**src/inc/cat_pkg.sv**
```systemverilog
// Package for the capture and interval timer block.
// Assumes one 250 MHz clock and an 8-bit register port.
package cat_pkg;

  localparam int CLK_MHZ = 250;

  // Register offsets (byte addresses on the register port)
  localparam logic [7:0] OFF_CAP0_RISE   = 8'h22;
  localparam logic [7:0] OFF_CAP1_RISE   = 8'h23;
  localparam logic [7:0] OFF_CAP0_FALL   = 8'h24;
  localparam logic [7:0] OFF_CAP1_FALL   = 8'h25;
  localparam logic [7:0] OFF_CNT_LOW     = 8'h26;
  localparam logic [7:0] OFF_CNT_UPPER   = 8'h27;
  localparam logic [7:0] OFF_RELOAD_LOW  = 8'h28;
  localparam logic [7:0] OFF_RELOAD_UP   = 8'h29;
  localparam logic [7:0] OFF_CFG         = 8'h2A;
  localparam logic [7:0] OFF_IRQ_ENABLE  = 8'h2B;
  localparam logic [7:0] OFF_IRQ_FLAGS   = 8'h2C;

  // Field positions and masks of the configuration register
  localparam int         CFG_HOLD_BIT    = 7;
  localparam int         CFG_PRE_LSB     = 4;
  localparam int         CFG_CHAIN_BIT   = 3;
  localparam logic [7:0] CFG_MASK        = 8'hF8;
  localparam logic [7:0] NIBBLE_MASK     = 8'h0F;

  // Edge index inside the enable and flag registers
  localparam int         EDGE_C0_RISE    = 0;
  localparam int         EDGE_C0_FALL    = 1;
  localparam int         EDGE_C1_RISE    = 2;
  localparam int         EDGE_C1_FALL    = 3;

  // Reset values
  localparam logic [7:0] RST_BYTE        = 8'h00;
  localparam logic [3:0] RST_NIBBLE      = 4'h0;
  localparam logic [15:0] RST_FRT        = 16'h0000;
  localparam logic [11:0] RST_COUNT      = 12'h000;

  typedef struct packed {
    logic [2:0] pipe;
  } cat_sync_t;

  typedef struct packed {
    logic [11:0] count;
    logic        expire;
  } cat_ivl_t;

  typedef struct packed {
    logic [7:0] addr;
    logic [7:0] wdata;
    logic       wr;
    logic       rd;
  } cat_bus_t;

  typedef struct packed {
    logic [15:0]     frt;
    logic [3:0]      cnt_hold;
    logic [7:0]      rl_low;
    logic [3:0]      rl_up;
    logic [7:0]      cfg;
    logic [3:0]      ien;
    logic [3:0]      flags;
    logic [3:0][7:0] cap;
    logic [3:0]      full;
    logic [7:0]      rdata;
    logic            irq;
    logic            pit;
  } cat_top_t;

endpackage

```
**src/cat_interval.sv**
```systemverilog
// 12-bit down-counting interval timer with reload.
// Assumes the reload value is stable or changes only by register writes.
`timescale 1ns/1ps
module cat_interval #(
  parameter int WIDTH = 12
) (
  input  wire logic             clk_in,
  input  wire logic             resetn_in,
  input  wire logic [WIDTH-1:0] reload_in,
  output logic [WIDTH-1:0]      count_out,
  output logic                  expire_out
);
  cat_pkg::cat_ivl_t state_reg;
  cat_pkg::cat_ivl_t state_next;

  always_comb begin
    state_next        = state_reg;
    state_next.expire = 1'b0;
    if (state_reg.count == '0) begin
      state_next.count  = reload_in;
      state_next.expire = 1'b1;
    end else begin
      state_next.count = state_reg.count - 12'h001;
    end
  end

  always_ff @(posedge clk_in or negedge resetn_in) begin
    if (!resetn_in) begin
      state_reg <= '{count: cat_pkg::RST_COUNT, expire: 1'b0};
    end else begin
      state_reg <= state_next;
    end
  end

  assign count_out  = state_reg.count;
  assign expire_out = state_reg.expire;
endmodule

```
**src/cat_pin_sync.sv**
```systemverilog
// Three-stage synchroniser with edge detection for one capture pin.
// Assumes the pin is asynchronous to clk_in.
`timescale 1ns/1ps
module cat_pin_sync (
  input  wire logic clk_in,
  input  wire logic resetn_in,
  input  wire logic pin_in,
  output logic      rise_out,
  output logic      fall_out
);
  cat_pkg::cat_sync_t state_reg;
  cat_pkg::cat_sync_t state_next;

  always_comb begin
    state_next      = state_reg;
    state_next.pipe = {state_reg.pipe[1:0], pin_in};
  end

  always_ff @(posedge clk_in or negedge resetn_in) begin
    if (!resetn_in) begin
      state_reg <= '0;
    end else begin
      state_reg <= state_next;
    end
  end

  // Stage 0 feeds only stage 1; edges come from stages 1 and 2
  assign rise_out = state_reg.pipe[1] & ~state_reg.pipe[2];
  assign fall_out = ~state_reg.pipe[1] & state_reg.pipe[2];
endmodule

```
**src/cat_timer_top.sv**
```systemverilog
// Capture timer and programmable interval timer register block.
// Assumes a single clock, an 8-bit register port and two async capture pins.
`timescale 1ns/1ps

module cat_timer_top (
  input  wire logic       clk_in,
  input  wire logic       resetn_in,
  input  wire logic [7:0] addr_in,
  input  wire logic [7:0] wdata_in,
  input  wire logic       wr_in,
  input  wire logic       rd_in,
  input  wire logic       capture_input_zero_in,
  input  wire logic       capture_input_one_in,
  output logic [7:0]      rdata_out,
  output logic            irq_out,
  output logic            interval_event_out
);

  cat_pkg::cat_top_t state_reg;
  cat_pkg::cat_top_t state_next;
  cat_pkg::cat_bus_t bus;

  logic [1:0]  rise;
  logic [1:0]  fall;
  logic [3:0]  edge_ev;
  logic [11:0] ivl_count;
  logic        ivl_expire;
  logic [11:0] reload;

  function automatic logic hit(input cat_pkg::cat_bus_t b, input logic [7:0] off);
    hit = (b.addr == off);
  endfunction

  // Capture register index for an address, or 3'h4 when none
  function automatic logic [2:0] cap_index(input logic [7:0] a);
    case (a)
      cat_pkg::OFF_CAP0_RISE: cap_index = 3'(cat_pkg::EDGE_C0_RISE);
      cat_pkg::OFF_CAP0_FALL: cap_index = 3'(cat_pkg::EDGE_C0_FALL);
      cat_pkg::OFF_CAP1_RISE: cap_index = 3'(cat_pkg::EDGE_C1_RISE);
      cat_pkg::OFF_CAP1_FALL: cap_index = 3'(cat_pkg::EDGE_C1_FALL);
      default:                cap_index = 3'h4;
    endcase
  endfunction

  assign bus = '{addr: addr_in, wdata: wdata_in, wr: wr_in, rd: rd_in};

  genvar g;
  generate
    for (g = 0; g < 2; g++) begin : g_pin
      cat_pin_sync u_sync (
        .clk_in    (clk_in),
        .resetn_in (resetn_in),
        .pin_in    (g == 0 ? capture_input_zero_in : capture_input_one_in),
        .rise_out  (rise[g]),
        .fall_out  (fall[g])
      );
    end
  endgenerate

  assign edge_ev = {fall[1], rise[1], fall[0], rise[0]};
  assign reload  = {state_reg.rl_up, state_reg.rl_low};

  cat_interval #(
    .WIDTH (12)
  ) u_interval (
    .clk_in     (clk_in),
    .resetn_in  (resetn_in),
    .reload_in  (reload),
    .count_out  (ivl_count),
    .expire_out (ivl_expire)
  );

  always_comb begin
    logic        hold;
    logic        chain;
    logic [2:0]  pre;
    logic [7:0]  sel;
    logic [3:0]  live;
    logic [2:0]  ci;
    hold  = state_reg.cfg[cat_pkg::CFG_HOLD_BIT];
    chain = state_reg.cfg[cat_pkg::CFG_CHAIN_BIT];
    pre   = state_reg.cfg[cat_pkg::CFG_PRE_LSB +: 3];
    sel   = 8'(state_reg.frt >> pre);
    // Input one is dead while chained
    live  = chain ? 4'h3 : 4'hF;
    ci    = cap_index(bus.addr);

    state_next       = state_reg;
    state_next.frt   = state_reg.frt + 16'h0001;
    state_next.rdata = cat_pkg::RST_BYTE;
    state_next.pit   = ivl_expire;

    // Reads: data appear one cycle later; reserved bits return zero
    if (bus.rd) begin
      if (ci != 3'h4) begin
        state_next.rdata = state_reg.cap[ci[1:0]];
        // A read rearms first-edge hold for that register
        state_next.full[ci[1:0]] = 1'b0;
      end else begin
        case (bus.addr)
          cat_pkg::OFF_CNT_LOW: begin
            state_next.rdata    = ivl_count[7:0];
            state_next.cnt_hold = ivl_count[11:8];
          end
          cat_pkg::OFF_CNT_UPPER: begin
            state_next.rdata = {4'h0, state_reg.cnt_hold};
          end
          cat_pkg::OFF_RELOAD_LOW: begin
            state_next.rdata = state_reg.rl_low;
          end
          cat_pkg::OFF_RELOAD_UP: begin
            state_next.rdata = {4'h0, state_reg.rl_up};
          end
          cat_pkg::OFF_CFG: begin
            state_next.rdata = state_reg.cfg & cat_pkg::CFG_MASK;
          end
          cat_pkg::OFF_IRQ_ENABLE: begin
            state_next.rdata = {4'h0, state_reg.ien};
          end
          cat_pkg::OFF_IRQ_FLAGS: begin
            state_next.rdata = {4'h0, state_reg.flags};
          end
          default: begin
            state_next.rdata = cat_pkg::RST_BYTE;
          end
        endcase
      end
    end

    // Writes; reserved bits are dropped
    if (bus.wr) begin
      if (hit(bus, cat_pkg::OFF_RELOAD_LOW)) begin
        state_next.rl_low = bus.wdata;
      end
      if (hit(bus, cat_pkg::OFF_RELOAD_UP)) begin
        state_next.rl_up = bus.wdata[3:0];
      end
      if (hit(bus, cat_pkg::OFF_CFG)) begin
        state_next.cfg = bus.wdata & cat_pkg::CFG_MASK;
      end
      if (hit(bus, cat_pkg::OFF_IRQ_ENABLE)) begin
        state_next.ien = bus.wdata[3:0];
      end
      if (hit(bus, cat_pkg::OFF_IRQ_FLAGS)) begin
        // Write one to clear
        state_next.flags = state_reg.flags & ~bus.wdata[3:0];
      end
    end

    // Captures run after the read rearm so an edge in the read cycle is kept
    for (int e = 0; e < 4; e++) begin
      if (edge_ev[e] && live[e]) begin
        if (!(hold && state_next.full[e])) begin
          state_next.full[e] = 1'b1;
          if (chain) begin
            state_next.cap[e]     = state_reg.frt[7:0];
            state_next.cap[(e + 2) % 4] = state_reg.frt[15:8];
          end else begin
            state_next.cap[e] = sel;
          end
        end
      end
    end

    // A new edge wins over a clear in the same cycle
    state_next.flags = state_next.flags | (edge_ev & live);
    state_next.irq   = |(state_next.flags & state_next.ien);
  end

  always_ff @(posedge clk_in or negedge resetn_in) begin
    if (!resetn_in) begin
      state_reg <= '0;
    end else begin
      state_reg <= state_next;
    end
  end

  assign rdata_out          = state_reg.rdata;
  assign irq_out            = state_reg.irq;
  assign interval_event_out = state_reg.pit;

endmodule

```
**config.mk**
```make
export PLATFORM = sky130hd
export DESIGN_NAME = cat_timer_top
export DESIGN_NICKNAME = d
export VERILOG_FILES = /design/src/inc/cat_pkg.sv /design/src/cat_interval.sv /design/src/cat_pin_sync.sv /design/src/cat_timer_top.sv
export SDC_FILE = /design/constraint.sdc
export NUM_CORES = 1
export LEC_CHECK = 0
export ABC_AREA = 0
export BUFFER_PORTS_ARGS = -buffer_cell sky130_fd_sc_hd__buf_2
export CAP_MARGIN = 20
export CELL_PAD_IN_SITES_DETAIL_PLACEMENT = 0
export CELL_PAD_IN_SITES_GLOBAL_PLACEMENT = 1
export CORE_MARGIN = 5
export CORE_UTILIZATION = 49
export CTS_CLUSTER_DIAMETER = 40
export CTS_CLUSTER_SIZE = 20
export DETAILED_ROUTE_END_ITERATION = 10
export PLACE_DENSITY = 0.9
export SYNTH_ARGS = -nofsm -noshare
export SYNTH_HDL_FRONTEND = slang
export SYNTH_SLANG_ARGS = --single-unit
```
**constraint.sdc**
```tcl
create_clock -name clk_in -period 2.7 [get_ports clk_in]
set_clock_uncertainty 0.2 [all_clocks]
set_input_delay 0 -clock clk_in [delete_from_list [all_inputs] [get_ports clk_in]]
set_output_delay 0 -clock clk_in [all_outputs]
set_load 0.005 [all_outputs]
```
==> results.txt <==
----------------------------------------------------
[Min path]
  Hold path start ... addr_in[3]
  Type of the worst min-delay path ... in2reg

[Routing]
  Final wirelength ... 14100 µm
  Mean routed wirelength per cell ... 19.7 µm
  Initial DRT Pass Iterations ... 6
  Vias ... 4342
  First DRT Iteration DRCs ... 472
  Total DRC errors in the routed layout ... 0
  Post-detailed-route count of antenna-violating nets ... 0
  Via/cell ratio ... 6.06

[Die]
  Core Box Area ... 11400 µm²
  DIE WIDTH ... 118 µm
  Die footprint ... 13800 µm²
  IO Count ... 32
  Die height ... 118 µm
  Initial Utilization ... 49.9%
  Number of cell rows ... 39

[Logic synthesis]
  Most common cell in the synthesized netlist ... sky130_fd_sc_hd__dfrtp_1
  Synth area leader ... sky130_fd_sc_hd__dfrtp_1
  Post-synth cell types ... 59
  Fraction of post-synthesis cell area in the top cell type by area ... 48.5%
  Synthesized area divided by synthesized cell count ... 10.9 µm²
  Net count after synthesis ... 548
  Post-synthesis register bit count ... 110
  Number of enable flip-flop cells after synthesis ... 0
  Top cells by area, synth ... sky130_fd_sc_hd__dfrtp_1 48%, sky130_fd_sc_hd__mux4_2 5.2%, sky130_fd_sc_hd__mux2_2 4.6%
  Post-synthesis instance area ... 5680 µm²
  Most used flip-flop cell after synthesis ... sky130_fd_sc_hd__dfrtp_1
  Share of async-settable or async-resettable flops after synthesis ... 100%
  Fraction of the yosys area taken by sequential cells ... 48.5%
  Synth top cells by count ... 110 x sky130_fd_sc_hd__dfrtp_1, 68 x sky130_fd_sc_hd__nand2_1, 31 x sky130_fd_sc_hd__o21ai_0
  Synth warn ... 0
  Mapped Cells ... 523

[Timing]
  Count of endpoints failing setup in the final report ... 0
  Relative max-transition margin ... 46.4%
  Number of pins exceeding their max-slew limit in the final report ... 0
  TNS Setup ... 0 ns
  Highest clock frequency the design can meet ... 411 MHz
  Transition time at the pin with the least slew margin ... 0.803 ns
  Hold Slack ... 0.0245 ns
  Period minus WS final ... 2.43 ns
  Final clock period utilization by the worst path ... 90.2%
  RSZ-0062 raised after global routing ... no
  Fin. Hold Viols ... 0

[GRT]
  Global-route wire length before repair ... 23400 µm
  Global route total overflow ... 0
  Maximum number of pins on one net before global-route repair ... 62
  Antenna violations before repair ... 0
  All-Layer GR Usage ... 21.1%
  Via count of the first global-routing pass ... 4330

[Status]
  Status ... finished, final reports clean

[Placement]
  RD Place Congestion ... 0.875
  Input/output buffers ... 31
  Detailed Place HPWL ... 10100 µm

[Clock network]
  Number of buffers on the longest clock path ... 2
  Post-CTS Setup Repair Bufs ... 0
  Reg clk slew, reported paths ... 0.07 ns
  Root buffer cell ... sky130_fd_sc_hd__clkbuf_16
  Insertion delay to the later sink of the worst-skew pair ... 0.36 ns
  Clk sink count ... 110
  Number of clock buffers inserted by TritonCTS ... 9
  CTS H-tree depth ... 3
  Clock tree from TritonCTS ... built

[Critical path]
  Delay of the slowest critical-path stage ... 0.72 ns
  Critical Path Start Type ... flip-flop
  Beginning of the critical path ... state_reg[58]
  Critical Path Fanout Max ... 14
  Startpoint of the worst-slack reg-to-reg timing path ... state_reg[58]
  CP max-delay cell ... sky130_fd_sc_hd__dfrtp_1
  Critical path arrival ... 2.44 ns
  Capturing element type of the critical path ... flip-flop
  Critical path required time ... 2.70 ns
  Cells along the critical path ... mux4_2 -> a222oi_1 -> a22oi_1
  Setup CP Type ... reg2reg

[Final layout]
  Layout Nets ... 593
  Count of antenna diodes in the layout ... 0
  Flip-flop count of the largest register after layout ... 69
  Fraction of layout instances using a drive strength above 1 ... 20.1%
  Layout area overhead ... 14.3%

[Pwr]
  Power density over the cells ... 616 nW/µm²
  Maximum ir drop on the vdd rail ... 0.429 mV
  Cell leakage power ... 0.00286 µW

[Run]
  Max-cap viol count ... 0

----------------------------------------------------
## power by group
| group | switching [µW] | leakage (µW) | internal [µW] | total (µW) |
|---|---|---|---|---|
| registers | 188 | 0.00138 | 1830 | 2020 |
| clock network | 595 | 0.000146 | 770 | 1370 |
| logic | 336 | 0.00133 | 274 | 610 |
| total | 1120 | 0.00286 | 2880 | 4000 |
## cell usage in the layout (no fill, tap or decap), types with 8 or more instances in the layout
master                          instances
sky130_fd_sc_hd__dfrtp_1              109
sky130_fd_sc_hd__nand2_1               68
sky130_fd_sc_hd__o21ai_0               31
sky130_fd_sc_hd__buf_2                 30
sky130_fd_sc_hd__mux2i_1               25
sky130_fd_sc_hd__mux2_2                23
sky130_fd_sc_hd__buf_4                 21
sky130_fd_sc_hd__nor2_1                18
sky130_fd_sc_hd__a21oi_1               18
sky130_fd_sc_hd__dlygate4sd3_1         18
sky130_fd_sc_hd__xnor2_1               17
sky130_fd_sc_hd__nand3_1               14
sky130_fd_sc_hd__mux4_2                13
sky130_fd_sc_hd__inv_1                 12
sky130_fd_sc_hd__nand2b_1              12
sky130_fd_sc_hd__a22oi_1               12
sky130_fd_sc_hd__clkbuf_16              9
sky130_fd_sc_hd__and3_1                 8
sky130_fd_sc_hd__nor3_1                 8
sky130_fd_sc_hd__a222oi_1               8
## critical path: cells and delay by family (launching register included)
kind	cells	cell delay, ns
compound gates	2	0.75
flops	1	0.72
mux	1	0.61
## worst paths after layout
check	slack, ns	cells after the start	endpoint
max	0.27	3	state_reg[38]
min	0.02	4	state_reg[49]
max reg2reg	0.27	3	state_reg[38]
min reg2reg	0.15	0	interval_event_out
max in group asynchronous	1.37	3	state_reg[42]
min in group asynchronous	0.08	2	u_interval.count_out[11]
## per-layer routing
metal	global-route usage (%)	routed length [µm]	vias to the layer above	part of all wire, %
met5	0	0	-	0
met4	7.74	309	0	2.2
met3	3.46	862	22	6.1
met2	31.6	6400	136	45
met1	30.8	6520	2184	46
li1	-	-	2000	-
## per-stage QoR
stage | worst slack (ns) | util, % | cell area, µm² | power [µW] | cells
final | 0.265 | 57.1 | 6490 | 4000 | 716
after global routing | 0.00210 | 57.1 | 6490 | 4200 | 716
after CTS | 0.187 | 57.0 | 6480 | 4010 | 715
after detailed placement | 0.219 | 52.7 | 6000 | 2630 | 681
after global placement | 0.287 | 52.7 | 6000 | 2590 | 681
after floorplan | 0.378 | - | 5680 | 2400 | 523
## kinds of logic after synthesis
group | after synthesis | share of synthesized area (%)
adder cells (fa/ha/maj) | 3 | 0.661
AND/OR/NAND/NOR | 166 | 15.2
buffers and inverters | 47 | 3.68
flip-flops | 110 | 48.5
AO/OA/AOI/OAI | 113 | 14.3
XOR/XNOR | 23 | 3.55
multiplexers | 61 | 14.1
## cell type report
cell class | count | area [µm²]
Clock buffer | 13 | 260
Clock inverter | 3 | 42.5
Fill cell | 943 | 4880
Inverter | 12 | 45.0
Multi-Input combinational cell | 366 | 2720
Sequential cell | 110 | 2750
Tap cell | 143 | 179
Timing Repair Buffer | 69 | 488
## repair_timing
action	4_1_cts	5_1_grt
setup endpoints to repair	0	1
hold buffers	18	0
gates resized for setup	0	1
hold endpoints to repair	98	0
Power figures use the tool's default switching activity.
